**src/rtl/uart_trig_defines.svh**
```systemverilog
// Register map, field positions and reset values of the UART trigger decoder
`ifndef UART_TRIG_DEFINES_SVH
`define UART_TRIG_DEFINES_SVH

// ----------------------------------------
// Register offsets
// ----------------------------------------
`define UT_REG_CTRL    8'h00
`define UT_REG_BAUD    8'h04
`define UT_REG_TOUT    8'h08
`define UT_REG_TRIG    8'h0C
`define UT_REG_PAT     8'h10
`define UT_REG_STAT    8'h14
`define UT_REG_WINFO   8'h18
`define UT_REG_WSTART  8'h1C
`define UT_REG_WSTOP   8'h20
`define UT_REG_RATE    8'h24

// ----------------------------------------
// Field positions
// ----------------------------------------
`define UT_CTRL_EN     0
`define UT_CTRL_PAR    2:1
`define UT_CTRL_MSB    3
`define UT_CTRL_IDLELO 4
`define UT_CTRL_PKTEN  5
`define UT_CTRL_DBITS  11:8
`define UT_CTRL_SBITS  13:12
`define UT_TRIG_TYPE   2:0
`define UT_TRIG_SRC    3
`define UT_TRIG_OP     5:4
`define UT_TRIG_NWORDS 9:8
`define UT_TRIG_POS    23:16

// ----------------------------------------
// Reset values
// ----------------------------------------
`define UT_CTRL_RST    32'h0000_1800
`define UT_BAUD_RST    16'h0364
`define UT_TOUT_RST    24'h00_2710
`define UT_TRIG_RST    32'h0000_0000
`define UT_PAT_RST     32'h0000_0000

`endif

```
**src/rtl/uart_trig_pkg.sv**
```systemverilog
// Types shared by the UART trigger decoder
package uart_trig_pkg;

  typedef enum logic [5:0] {
    LS_IDLE  = 6'h01,
    LS_START = 6'h02,
    LS_DATA  = 6'h04,
    LS_PAR   = 6'h08,
    LS_STOP  = 6'h10,
    LS_HOLD  = 6'h20
  } line_state_t;

  typedef enum logic [2:0] {
    WS_OK      = 3'h0,
    WS_STARTER = 3'h1,
    WS_STOPER  = 3'h2,
    WS_PARER   = 3'h3,
    WS_INSUF   = 3'h4
  } word_status_t;

  typedef enum logic [2:0] {
    TT_START  = 3'h0,
    TT_PACKET = 3'h1,
    TT_DATA   = 3'h2,
    TT_PARITY = 3'h3,
    TT_BREAK  = 3'h4,
    TT_STOP   = 3'h5
  } trig_type_t;

  typedef enum logic [1:0] {
    OP_EQ = 2'h0,
    OP_NE = 2'h1,
    OP_LT = 2'h2,
    OP_GE = 2'h3
  } cmp_op_t;

  typedef enum logic [1:0] {
    PAR_NONE = 2'h0,
    PAR_ODD  = 2'h1,
    PAR_EVEN = 2'h2
  } parity_t;

endpackage

```
**src/rtl/uart_protocol_trigger_decoder.sv**
```systemverilog
// UART line decoder with event trigger and per-word result record
`include "uart_trig_defines.svh"

module uart_protocol_trigger_decoder #(
  parameter int DATA_W    = 8,
  parameter int PAT_WORDS = 4
) (
  // Clock, reset, enable
  input  wire logic        clk,
  input  wire logic        rst,
  input  wire logic        ce,
  // Observed lines
  input  wire logic        txLine,
  input  wire logic        rxLine,
  // Register port
  input  wire logic [7:0]  regAddr,
  input  wire logic [31:0] regWdata,
  input  wire logic        regWr,
  input  wire logic        regRd,
  output logic      [31:0] regRdata,
  // Trigger
  output logic             trigger
);

  // ----------------------------------------
  // Configuration registers
  // ----------------------------------------
  logic [31:0] ctrl;
  logic [15:0] baud;
  logic [23:0] tout;
  logic [31:0] trig;
  logic [31:0] pattern;
  logic [5:0]  flags;

  wire wrStat = ce && regWr && regAddr == `UT_REG_STAT;

  always_ff @(posedge clk) begin
    if (rst) begin
      ctrl    <= `UT_CTRL_RST;
      baud    <= `UT_BAUD_RST;
      tout    <= `UT_TOUT_RST;
      trig    <= `UT_TRIG_RST;
      pattern <= `UT_PAT_RST;
    end else if (ce && regWr) begin
      case (regAddr)
        `UT_REG_CTRL: ctrl    <= regWdata;
        `UT_REG_BAUD: baud    <= regWdata[15:0];
        `UT_REG_TOUT: tout    <= regWdata[23:0];
        `UT_REG_TRIG: trig    <= regWdata;
        `UT_REG_PAT:  pattern <= regWdata;
        default: ;
      endcase
    end
  end

  wire                    en      = ctrl[`UT_CTRL_EN];
  wire                    msbSel  = ctrl[`UT_CTRL_MSB];
  wire                    idleLow = ctrl[`UT_CTRL_IDLELO];
  wire                    pktEn   = ctrl[`UT_CTRL_PKTEN];
  wire [1:0]              sBits   = ctrl[`UT_CTRL_SBITS];
  wire                    src     = trig[`UT_TRIG_SRC];
  wire [1:0]              lastIdx = trig[`UT_TRIG_NWORDS];
  wire [7:0]              position = trig[`UT_TRIG_POS];
  uart_trig_pkg::parity_t    parMode;
  uart_trig_pkg::trig_type_t trigType;
  uart_trig_pkg::cmp_op_t    cmpOp;
  logic [3:0]             dBits;

  assign parMode  = uart_trig_pkg::parity_t'(ctrl[`UT_CTRL_PAR]);
  assign trigType = uart_trig_pkg::trig_type_t'(trig[`UT_TRIG_TYPE]);
  assign cmpOp    = uart_trig_pkg::cmp_op_t'(trig[`UT_TRIG_OP]);

  // Word length clamped to 5..DATA_W
  always_comb begin
    dBits = ctrl[`UT_CTRL_DBITS];
    if (dBits < 4'h5)
      dBits = 4'h5;
    else if (dBits > 4'(DATA_W))
      dBits = 4'(DATA_W);
  end

  // ----------------------------------------
  // Timestamp
  // ----------------------------------------
  logic [31:0] now;

  always_ff @(posedge clk) begin
    if (rst)
      now <= 32'h0000_0000;
    else if (ce)
      now <= now + 32'h0000_0001;
  end

  // ----------------------------------------
  // Line decoders, index 0 transmit, 1 receive
  // ----------------------------------------
  wire [1:0]                   pins = {rxLine, txLine};
  logic [2:0]                  syncQ   [2];
  logic                        lvl     [2];
  logic                        mark    [2];
  uart_trig_pkg::line_state_t  st      [2];
  logic [15:0]                 cnt     [2];
  logic [3:0]                  idx     [2];
  logic [DATA_W-1:0]           sh      [2];
  logic                        par     [2];
  logic                        parBad  [2];
  logic [1:0]                  stopLeft [2];
  logic                        pktOpen [2];
  logic [23:0]                 idle    [2];
  logic [7:0]                  pos     [2];
  logic                        startEv [2];
  logic                        pktEv   [2];
  logic                        doneEv  [2];
  logic                        brkEv   [2];
  logic [31:0]                 tStart  [2];
  logic [31:0]                 tStop   [2];
  logic [DATA_W-1:0]           wVal    [2];
  uart_trig_pkg::word_status_t wStat   [2];

  for (genvar g = 0; g < 2; g++) begin : g_line
    // Level accepted once the second and third stage agree
    always_ff @(posedge clk) begin
      if (rst) begin
        syncQ[g] <= 3'h7;
        lvl[g]   <= 1'b1;
      end else if (ce) begin
        syncQ[g] <= {syncQ[g][1:0], pins[g]};
        if (syncQ[g][1] == syncQ[g][2])
          lvl[g] <= syncQ[g][2];
      end
    end

    assign mark[g] = lvl[g] ^ idleLow;

    always_ff @(posedge clk) begin
      if (rst) begin
        st[g]       <= uart_trig_pkg::LS_IDLE;
        cnt[g]      <= 16'h0000;
        idx[g]      <= 4'h0;
        sh[g]       <= '0;
        par[g]      <= 1'b0;
        parBad[g]   <= 1'b0;
        stopLeft[g] <= 2'h0;
        pktOpen[g]  <= 1'b0;
        idle[g]     <= 24'h00_0000;
        pos[g]      <= 8'h00;
        startEv[g]  <= 1'b0;
        pktEv[g]    <= 1'b0;
        doneEv[g]   <= 1'b0;
        brkEv[g]    <= 1'b0;
        tStart[g]   <= 32'h0000_0000;
        tStop[g]    <= 32'h0000_0000;
        wVal[g]     <= '0;
        wStat[g]    <= uart_trig_pkg::WS_OK;
      end else if (ce) begin
        startEv[g] <= 1'b0;
        pktEv[g]   <= 1'b0;
        doneEv[g]  <= 1'b0;
        brkEv[g]   <= 1'b0;
        if (!en) begin
          // Word cut short by the end of capture
          if (st[g] != uart_trig_pkg::LS_IDLE && st[g] != uart_trig_pkg::LS_HOLD) begin
            doneEv[g] <= 1'b1;
            wStat[g]  <= uart_trig_pkg::WS_INSUF;
            wVal[g]   <= sh[g];
            tStop[g]  <= now;
          end
          st[g]      <= uart_trig_pkg::LS_IDLE;
          pktOpen[g] <= 1'b0;
          idle[g]    <= 24'h00_0000;
        end else begin
          case (st[g])
            uart_trig_pkg::LS_IDLE: begin
              if (!mark[g]) begin
                st[g]      <= uart_trig_pkg::LS_START;
                cnt[g]     <= baud >> 1;
                tStart[g]  <= now;
                startEv[g] <= 1'b1;
                idle[g]    <= 24'h00_0000;
                sh[g]      <= '0;
                par[g]     <= 1'b0;
                parBad[g]  <= 1'b0;
                idx[g]     <= 4'h0;
                if (!pktOpen[g]) begin
                  pktEv[g]   <= 1'b1;
                  pktOpen[g] <= 1'b1;
                  pos[g]     <= 8'h00;
                end
              end else if (pktOpen[g]) begin
                if (idle[g] >= tout)
                  pktOpen[g] <= 1'b0;
                else
                  idle[g] <= idle[g] + 24'h00_0001;
              end
            end
            uart_trig_pkg::LS_START: begin
              if (cnt[g] != 16'h0000) begin
                cnt[g] <= cnt[g] - 16'h0001;
              end else if (mark[g]) begin
                wStat[g]  <= uart_trig_pkg::WS_STARTER;
                wVal[g]   <= '0;
                tStop[g]  <= now;
                doneEv[g] <= 1'b1;
                st[g]     <= uart_trig_pkg::LS_IDLE;
              end else begin
                st[g]  <= uart_trig_pkg::LS_DATA;
                cnt[g] <= baud - 16'h0001;
              end
            end
            uart_trig_pkg::LS_DATA: begin
              if (cnt[g] != 16'h0000) begin
                cnt[g] <= cnt[g] - 16'h0001;
              end else begin
                if (msbSel)
                  sh[g] <= {sh[g][DATA_W-2:0], mark[g]};
                else
                  sh[g] <= {mark[g], sh[g][DATA_W-1:1]};
                par[g]      <= par[g] ^ mark[g];
                cnt[g]      <= baud - 16'h0001;
                idx[g]      <= idx[g] + 4'h1;
                stopLeft[g] <= (sBits == 2'h0) ? 2'h1 : sBits;
                if (idx[g] == dBits - 4'h1)
                  st[g] <= (parMode == uart_trig_pkg::PAR_NONE) ?
                           uart_trig_pkg::LS_STOP : uart_trig_pkg::LS_PAR;
              end
            end
            uart_trig_pkg::LS_PAR: begin
              if (cnt[g] != 16'h0000) begin
                cnt[g] <= cnt[g] - 16'h0001;
              end else begin
                parBad[g] <= (par[g] ^ mark[g]) != (parMode == uart_trig_pkg::PAR_ODD);
                cnt[g]    <= baud - 16'h0001;
                st[g]     <= uart_trig_pkg::LS_STOP;
              end
            end
            uart_trig_pkg::LS_STOP: begin
              if (cnt[g] != 16'h0000) begin
                cnt[g] <= cnt[g] - 16'h0001;
              end else if (mark[g] && stopLeft[g] > 2'h1) begin
                stopLeft[g] <= stopLeft[g] - 2'h1;
                cnt[g]      <= baud - 16'h0001;
              end else begin
                doneEv[g] <= 1'b1;
                tStop[g]  <= now;
                wVal[g]   <= msbSel ? sh[g] : sh[g] >> (4'(DATA_W) - dBits);
                if (pos[g] != 8'hFF)
                  pos[g] <= pos[g] + 8'h01;
                if (!mark[g]) begin
                  wStat[g] <= uart_trig_pkg::WS_STOPER;
                  brkEv[g] <= sh[g] == '0;
                  st[g]    <= uart_trig_pkg::LS_HOLD;
                end else begin
                  wStat[g] <= parBad[g] ? uart_trig_pkg::WS_PARER :
                              uart_trig_pkg::WS_OK;
                  st[g]    <= uart_trig_pkg::LS_IDLE;
                end
              end
            end
            uart_trig_pkg::LS_HOLD: begin
              // Next start only after the line returns to idle
              if (mark[g])
                st[g] <= uart_trig_pkg::LS_IDLE;
            end
            default: st[g] <= uart_trig_pkg::LS_IDLE;
          endcase
        end
      end
    end
  end

  // ----------------------------------------
  // Data pattern match
  // ----------------------------------------
  logic [1:0]        matchIdx;
  logic              dead;
  logic [DATA_W-1:0] mask;
  logic [DATA_W-1:0] patWord;
  logic [DATA_W-1:0] gotWord;
  logic              cmpOk;
  logic              inWindow;

  assign mask     = {DATA_W{1'b1}} >> (4'(DATA_W) - dBits);
  assign patWord  = pattern[matchIdx * DATA_W +: DATA_W] & mask;
  assign gotWord  = wVal[src] & mask;
  assign inWindow = !pktEn || pos[src] > position;

  always_comb begin
    case (cmpOp)
      uart_trig_pkg::OP_EQ: cmpOk = gotWord == patWord;
      uart_trig_pkg::OP_NE: cmpOk = gotWord != patWord;
      uart_trig_pkg::OP_LT: cmpOk = gotWord < patWord;
      uart_trig_pkg::OP_GE: cmpOk = gotWord >= patWord;
      default:              cmpOk = 1'b0;
    endcase
  end

  wire wordCheck = doneEv[src] && wStat[src] == uart_trig_pkg::WS_OK && inWindow && !dead;
  wire dataHit   = wordCheck && cmpOk && matchIdx == lastIdx;

  always_ff @(posedge clk) begin
    if (rst) begin
      matchIdx <= 2'h0;
      dead     <= 1'b0;
    end else if (ce) begin
      if (pktEv[src]) begin
        matchIdx <= 2'h0;
        dead     <= 1'b0;
      end else if (wordCheck) begin
        // One compare window per packet when packets are detected
        if (cmpOk && matchIdx != lastIdx) begin
          matchIdx <= matchIdx + 2'h1;
        end else begin
          matchIdx <= 2'h0;
          dead     <= pktEn;
        end
      end
    end
  end

  // ----------------------------------------
  // Trigger selection
  // ----------------------------------------
  logic fire;

  always_comb begin
    case (trigType)
      uart_trig_pkg::TT_START:  fire = startEv[src];
      uart_trig_pkg::TT_PACKET: fire = pktEv[src];
      uart_trig_pkg::TT_DATA:   fire = dataHit;
      uart_trig_pkg::TT_PARITY: fire = doneEv[src] && parMode != uart_trig_pkg::PAR_NONE &&
                                       wStat[src] == uart_trig_pkg::WS_PARER;
      uart_trig_pkg::TT_BREAK:  fire = brkEv[src];
      uart_trig_pkg::TT_STOP:   fire = doneEv[src] && wStat[src] == uart_trig_pkg::WS_STOPER;
      default:                  fire = 1'b0;
    endcase
  end

  always_ff @(posedge clk) begin
    if (rst)
      trigger <= 1'b0;
    else if (ce)
      trigger <= en && fire;
  end

  // ----------------------------------------
  // Word record and sticky flags
  // ----------------------------------------
  logic [15:0]       recIdx;
  logic [DATA_W-1:0] recVal;
  logic [2:0]        recStat;
  logic              recSrc;
  logic [31:0]       recStart;
  logic [31:0]       recStop;
  logic [5:0]        setF;

  always_ff @(posedge clk) begin
    if (rst) begin
      recIdx   <= 16'h0000;
      recVal   <= '0;
      recStat  <= 3'h0;
      recSrc   <= 1'b0;
      recStart <= 32'h0000_0000;
      recStop  <= 32'h0000_0000;
    end else if (ce && doneEv[src]) begin
      recIdx   <= recIdx + 16'h0001;
      recVal   <= wVal[src];
      recStat  <= wStat[src];
      recSrc   <= src;
      recStart <= tStart[src];
      recStop  <= tStop[src];
    end
  end

  always_comb begin
    setF    = 6'h00;
    setF[0] = doneEv[src] && wStat[src] == uart_trig_pkg::WS_STARTER;
    setF[1] = doneEv[src] && wStat[src] == uart_trig_pkg::WS_STOPER;
    setF[2] = doneEv[src] && wStat[src] == uart_trig_pkg::WS_PARER;
    setF[3] = brkEv[src];
    setF[4] = doneEv[src] && wStat[src] == uart_trig_pkg::WS_INSUF;
    setF[5] = trigger;
  end

  // Write one to clear; a new event in the same cycle wins
  always_ff @(posedge clk) begin
    if (rst)
      flags <= 6'h00;
    else if (ce)
      flags <= (flags & ~(wrStat ? regWdata[5:0] : 6'h00)) | setF;
  end

  // ----------------------------------------
  // Register read
  // ----------------------------------------
  always_ff @(posedge clk) begin
    if (rst) begin
      regRdata <= 32'h0000_0000;
    end else if (ce) begin
      regRdata <= 32'h0000_0000;
      if (regRd) begin
        case (regAddr)
          `UT_REG_CTRL:   regRdata <= ctrl;
          `UT_REG_BAUD:   regRdata <= {16'h0000, baud};
          `UT_REG_TOUT:   regRdata <= {8'h00, tout};
          `UT_REG_TRIG:   regRdata <= trig;
          `UT_REG_PAT:    regRdata <= pattern;
          `UT_REG_STAT:   regRdata <= {24'h00_0000, st[src] == uart_trig_pkg::LS_IDLE, pktOpen[src], flags};
          `UT_REG_WINFO:  regRdata <= {recIdx, 3'h0, recSrc, 1'b0, recStat, 8'(recVal)};
          `UT_REG_WSTART: regRdata <= recStart;
          `UT_REG_WSTOP:  regRdata <= recStop;
          `UT_REG_RATE:   regRdata <= {16'h0000, baud};
          default:        regRdata <= 32'h0000_0000;
        endcase
      end
    end
  end

  // ----------------------------------------
  // Checks
  // ----------------------------------------
  start_trig_a: assert property (@(posedge clk) disable iff (rst)
    ce && en && trigType == uart_trig_pkg::TT_START && startEv[src] |=> trigger)
    else $error("start bit did not trigger");
  pkt_trig_a: assert property (@(posedge clk) disable iff (rst)
    ce && en && trigType == uart_trig_pkg::TT_PACKET && pktEv[src] |=> trigger)
    else $error("packet start did not trigger");
  parity_gate_a: assert property (@(posedge clk) disable iff (rst)
    trigger && $past(trigType) == uart_trig_pkg::TT_PARITY |->
      $past(parMode) != uart_trig_pkg::PAR_NONE)
    else $error("parity trigger without parity");
  stop_flag_a: assert property (@(posedge clk) disable iff (rst)
    ce && doneEv[src] && wStat[src] == uart_trig_pkg::WS_STOPER |=> flags[1])
    else $error("stop error not flagged");
  brk_hold_a: assert property (@(posedge clk) disable iff (rst)
    brkEv[0] |-> st[0] == uart_trig_pkg::LS_HOLD && wStat[0] == uart_trig_pkg::WS_STOPER)
    else $error("break without held line");
  rec_index_a: assert property (@(posedge clk) disable iff (rst)
    ce && doneEv[src] |=> recIdx == $past(recIdx) + 16'h0001)
    else $error("record index not advanced");
  centre_wait_a: assert property (@(posedge clk) disable iff (rst)
    ce && en && st[0] == uart_trig_pkg::LS_IDLE && !mark[0] |=>
      st[0] == uart_trig_pkg::LS_START && cnt[0] == $past(baud) >> 1)
    else $error("start sample point wrong");
  sync_agree_a: assert property (@(posedge clk) disable iff (rst)
    $changed(lvl[1]) |-> $past(syncQ[1][1]) == $past(syncQ[1][2]))
    else $error("line level taken before agreement");
  insuf_mark_a: assert property (@(posedge clk) disable iff (rst)
    ce && !en && st[0] == uart_trig_pkg::LS_DATA |=>
      doneEv[0] && wStat[0] == uart_trig_pkg::WS_INSUF)
    else $error("cut word not marked");

endmodule

```
**config.mk**
```make
export PLATFORM = sky130hd
export DESIGN_NAME = uart_protocol_trigger_decoder
export DESIGN_NICKNAME = d
export VERILOG_FILES = /design/src/rtl/uart_trig_pkg.sv /design/src/rtl/uart_protocol_trigger_decoder.sv
export VERILOG_INCLUDE_DIRS = /design/src /design/src/rtl
export SDC_FILE = /design/constraint.sdc
export NUM_CORES = 1
export LEC_CHECK = 0
export BUFFER_PORTS_ARGS = -buffer_cell sky130_fd_sc_hd__buf_2
export CAP_MARGIN = 20
export CORE_UTILIZATION = 32
export CTS_CLUSTER_DIAMETER = 30
export DETAILED_ROUTE_END_ITERATION = 8
export PLACE_DENSITY_LB_ADDON = 0.1
export SYNTH_ARGS = -nofsm -noshare
export SYNTH_HDL_FRONTEND = slang
export SYNTH_SLANG_ARGS = --single-unit
```
**constraint.sdc**
```tcl
create_clock -name clk -period 4.4 [get_ports clk]
set_clock_uncertainty 0.2 [all_clocks]
set_input_delay 0.44 -clock clk [delete_from_list [all_inputs] [get_ports clk]]
set_output_delay 0.44 -clock clk [all_outputs]
set_load 0.01 [all_outputs]
```
==> key figures <==
Clock network
  • H-Tree Depth: 4
  • CTS Hold Buffers Added: 37
  • Worst-Skew Late Latency: 760 ps
  • # resized after CTS: 0
  • Root Buffer: clkbuf_16
  • TritonCTS Buffers: 161
  • Sink Count: 611
  • Clock transition at path regs: 50 ps
  • Postcts setup bufs: 0
  • CTS tree: built
  • Clock buffer depth: 3

GRT
  • Number of global-route vias before repair: 24585
  • Total global-route track usage: 22.9%
  • Initial antenna violation count: 8
  • GRT overflow: 0
  • Largest net degree at the start of global routing: 149
  • Global-route wire length before repair: 166000 um

STA
  • Crit share post-route: 87.5%
  • Min Tclk post-route: 3850 ps
  • Count of final hold-check violations: 0
  • RSZ-0062 raised after global routing: false
  • Count of final setup violators: 0
  • Fin. max-slew vios: 0
  • F_max: 0.260 GHz
  • Slew @ Worst Pin: 1060 ps
  • Final setup margin: 549 ps
  • Final setup TNS: 0 ps
  • Worst slew margin: 29.1%

Power and ir drop
  • VDD IR-drop max: a little over 300 uV
  • Pwr Density: 496 nW/um^2
  • Static Leak: 13.9 nW

Layout
  • Multi-input logic area: roughly 14000 um^2
  • Commonest non-fill, non-tap cell in the layout: nand2_1
  • Register area: 15300 um^2
  • Filler cells: about 9000
  • Most frequent cells in the layout: nand2_1 (421), edfxtp_1 (307), dfxtp_1 (303), nor2_1 (279), a21oi_1 (197)
  • Share of cells above drive strength 1: 15.0%
  • Fin area: between 30000 and 40000 um^2
  • Final net count: 3440
  • Layout area overhead: 26.2%

Routing
  • Antenna viol nets, final: 0
  • Via count: 25572
  • Final wirelength: 113000 um
  • DRC: 0
  • DR vias/cell: roughly 5.4
  • Initial DRC Count: 2400
  • WL/cell: 23.9 um
  • DR pass1 iterations: 8

Worst setup path
  • Crit-path max cell delay: 690 ps
  • Worst path bufs/invs: 1
  • Critical Path End Type: flop
  • Worst path required time: between 4000 and 5000 ps
  • CP Cell Sequence: inv_1 -> nand3_1 -> ha_1 -> xor2_1 -> nor3_1 -> ha_1 -> nand4_1 -> or4b_2 -> o2111ai_1 -> nor3_1 -> nand4b_1 -> a21oi_1
  • Max FO, Critical Path: 6
  • Critical Path Start Type: flop
  • Slowest cell on crit path: or4b_2
  • Arrival time worst endpoint: approximately 4300 ps
  • Delay-heaviest family, CP: simple AND/OR/NAND/NOR gates
  • Kind of critical path: reg2reg

Yosys
  • Fraction of registers with async set/reset: 0%
  • Post-Syn Nets: 3265
  • Seq/Total Area, Yosys: 49.7%
  • Top_reg_cell synth: edfxtp_1
  • Mean Syn Cell Area: 9.82 um^2
  • #FFs+latches synth: 611
  • Post-synth EDFFs: roughly 310
  • Warning count from the yosys run: 0
  • Area of the mapped netlist: 30800 um^2
  • Post-synth cell types: 102
  • Cell count after synthesis: about 3100

Place
  • DP Worst Slack: 131 ps
  • Gpl congestion: 0.902
  • Area after DPL: 32700 um^2
  • PortBufs: 79
  • DP HPWL: roughly 80000 um

Worst hold path
  • Hold Crit Class: in2reg

Die
  • Die ar.: 97600 um^2
  • Row cnt: 113
  • DIE WIDTH: about 310 um
  • Die Span Y: ~310 um
  • Core area: 95200 um^2
  • Io pins: 80
  • Initial cell density of the core: 32.4%

Status
  • Outcome: finished, final reports clean

Job
  • # Max-Cap Violations: 0
## power breakdown
part           leakage [nW]  switching (mW)  internal [mW]
sequential             5.65           0.159           6.18
combinational          5.47           0.469          0.234
clock                  2.80            3.83           8.42
total                  13.9            4.46           14.8
## cell usage after synthesis (9+ instances only)
master	n	area share, %
mux4_2	13	0.95
clkbuf_1	135	1.6
a21o_1	33	0.80
o22ai_1	10	0.20
a22o_1	17	0.48
o211ai_1	15	0.37
edfxtp_1	307	30
o21ai_0	66	1.1
buf_1	11	0.13
or3_1	25	0.51
nor3b_1	10	0.24
buf_2	33	0.54
a31oi_1	27	0.55
mux2i_1	113	3.7
mux2_2	9	0.33
xnor2_1	70	2.0
nand2_1	423	5.2
and2_1	103	2.1
nand3_1	80	1.3
nor2_1	286	3.5
a32oi_1	9	0.26
a22oi_1	59	1.4
o21ai_1	13	0.21
nor4_1	29	0.59
a211oi_1	82	2.0
nand2b_1	20	0.41
nand4_1	36	0.73
and4_1	14	0.40
nor3_1	70	1.1
nor2b_1	46	0.93
dfxtp_1	304	20
and3_1	28	0.57
a222oi_1	31	1.0
ha_1	80	3.2
xor2_1	85	2.4
a21oi_1	197	3.2
or4_1	9	0.22
inv_1	74	0.90
## state kept, by name (all words and copies together) (netlist names), 8 cells and up, named ones only
name	cells
wVal	16
baud	16
tout	24
pattern	32
recStart	32
trig	32
st	12
recVal	8
sh	16
recIdx	16
tStop	64
idle	48
regRdata	32
now	32
cnt	32
ctrl	32
idx	8
pos	16
tStart	64
recStop	32
## layout make-up
cell class	count	share of cell area [%]
clock inverter	87	3.27
multi-input combinational	2261	37.3
clock buffer	214	11.5
antenna	2	0.0129
tap	1265	4.07
inverter	75	0.724
sequential	611	39.4
timing repair buffer	203	3.77
## final timing paths
check	endpoint	slack [ps]	cells after the start	startpoint
worst max-delay path	dead	550	12	ctrl[11]
worst max register to register	dead	550	12	ctrl[11]
worst min-delay path	pattern[2]	190	5	regWr
worst min register to register	regRdata[30]	240	1	regRdata[30]
## layer usage
layer | routed length (um) | global-route usage (%) | up-vias
met5 | 41 | 0 | -
met4 | 3770 | 8.87 | 8
met3 | 8910 | 5.94 | 221
met2 | 48300 | 33.5 | 965
met1 | 51800 | 32.1 | 12516
li1 | - | - | 11862
## worst reg2reg max path, delay by kind of cell (launching register included)
| family | cells | cell delay [ps] |
|---|---|---|
| and+or+nand+nor | 6 | 1510 |
| xor gates and xnor gates | 1 | 480 |
| AOI/OAI and AO/OA | 2 | 310 |
| DFF | 1 | 530 |
| adders and majority gates | 2 | 600 |
| buffers and inverters | 1 | 160 |
## kinds of logic (layout without fill, tap and decap cells)
family / after synthesis / count (layout) / share of synthesized area, %
XOR/XNOR: 155 / 155 / 4.41
AND/OR/NAND/NOR: 1251 / 1251 / 20.3
AO/OA/AOI/OAI: 640 / 640 / 13.9
adder cells (fa/ha/maj): 80 / 80 / 3.25
other: 0 / 2 / 0
flip-flops: 611 / 611 / 49.7
buffers and inverters: 266 / 579 / 3.58
multiplexers: 135 / 135 / 4.95
## metrics by stage
step	instances	total power, mW	hold WS (ps)	utilization [%]
finish	4718	19.3	191	40.9
floorplan	3138	6.77	236	-
CTS	4714	19.5	141	40.9
global route	4716	19.9	198	40.9
global placement	4376	7.09	232	34.4
detailed placement	4376	7.10	234	34.4
No activity file was read; power rests on OpenSTA's default activity.
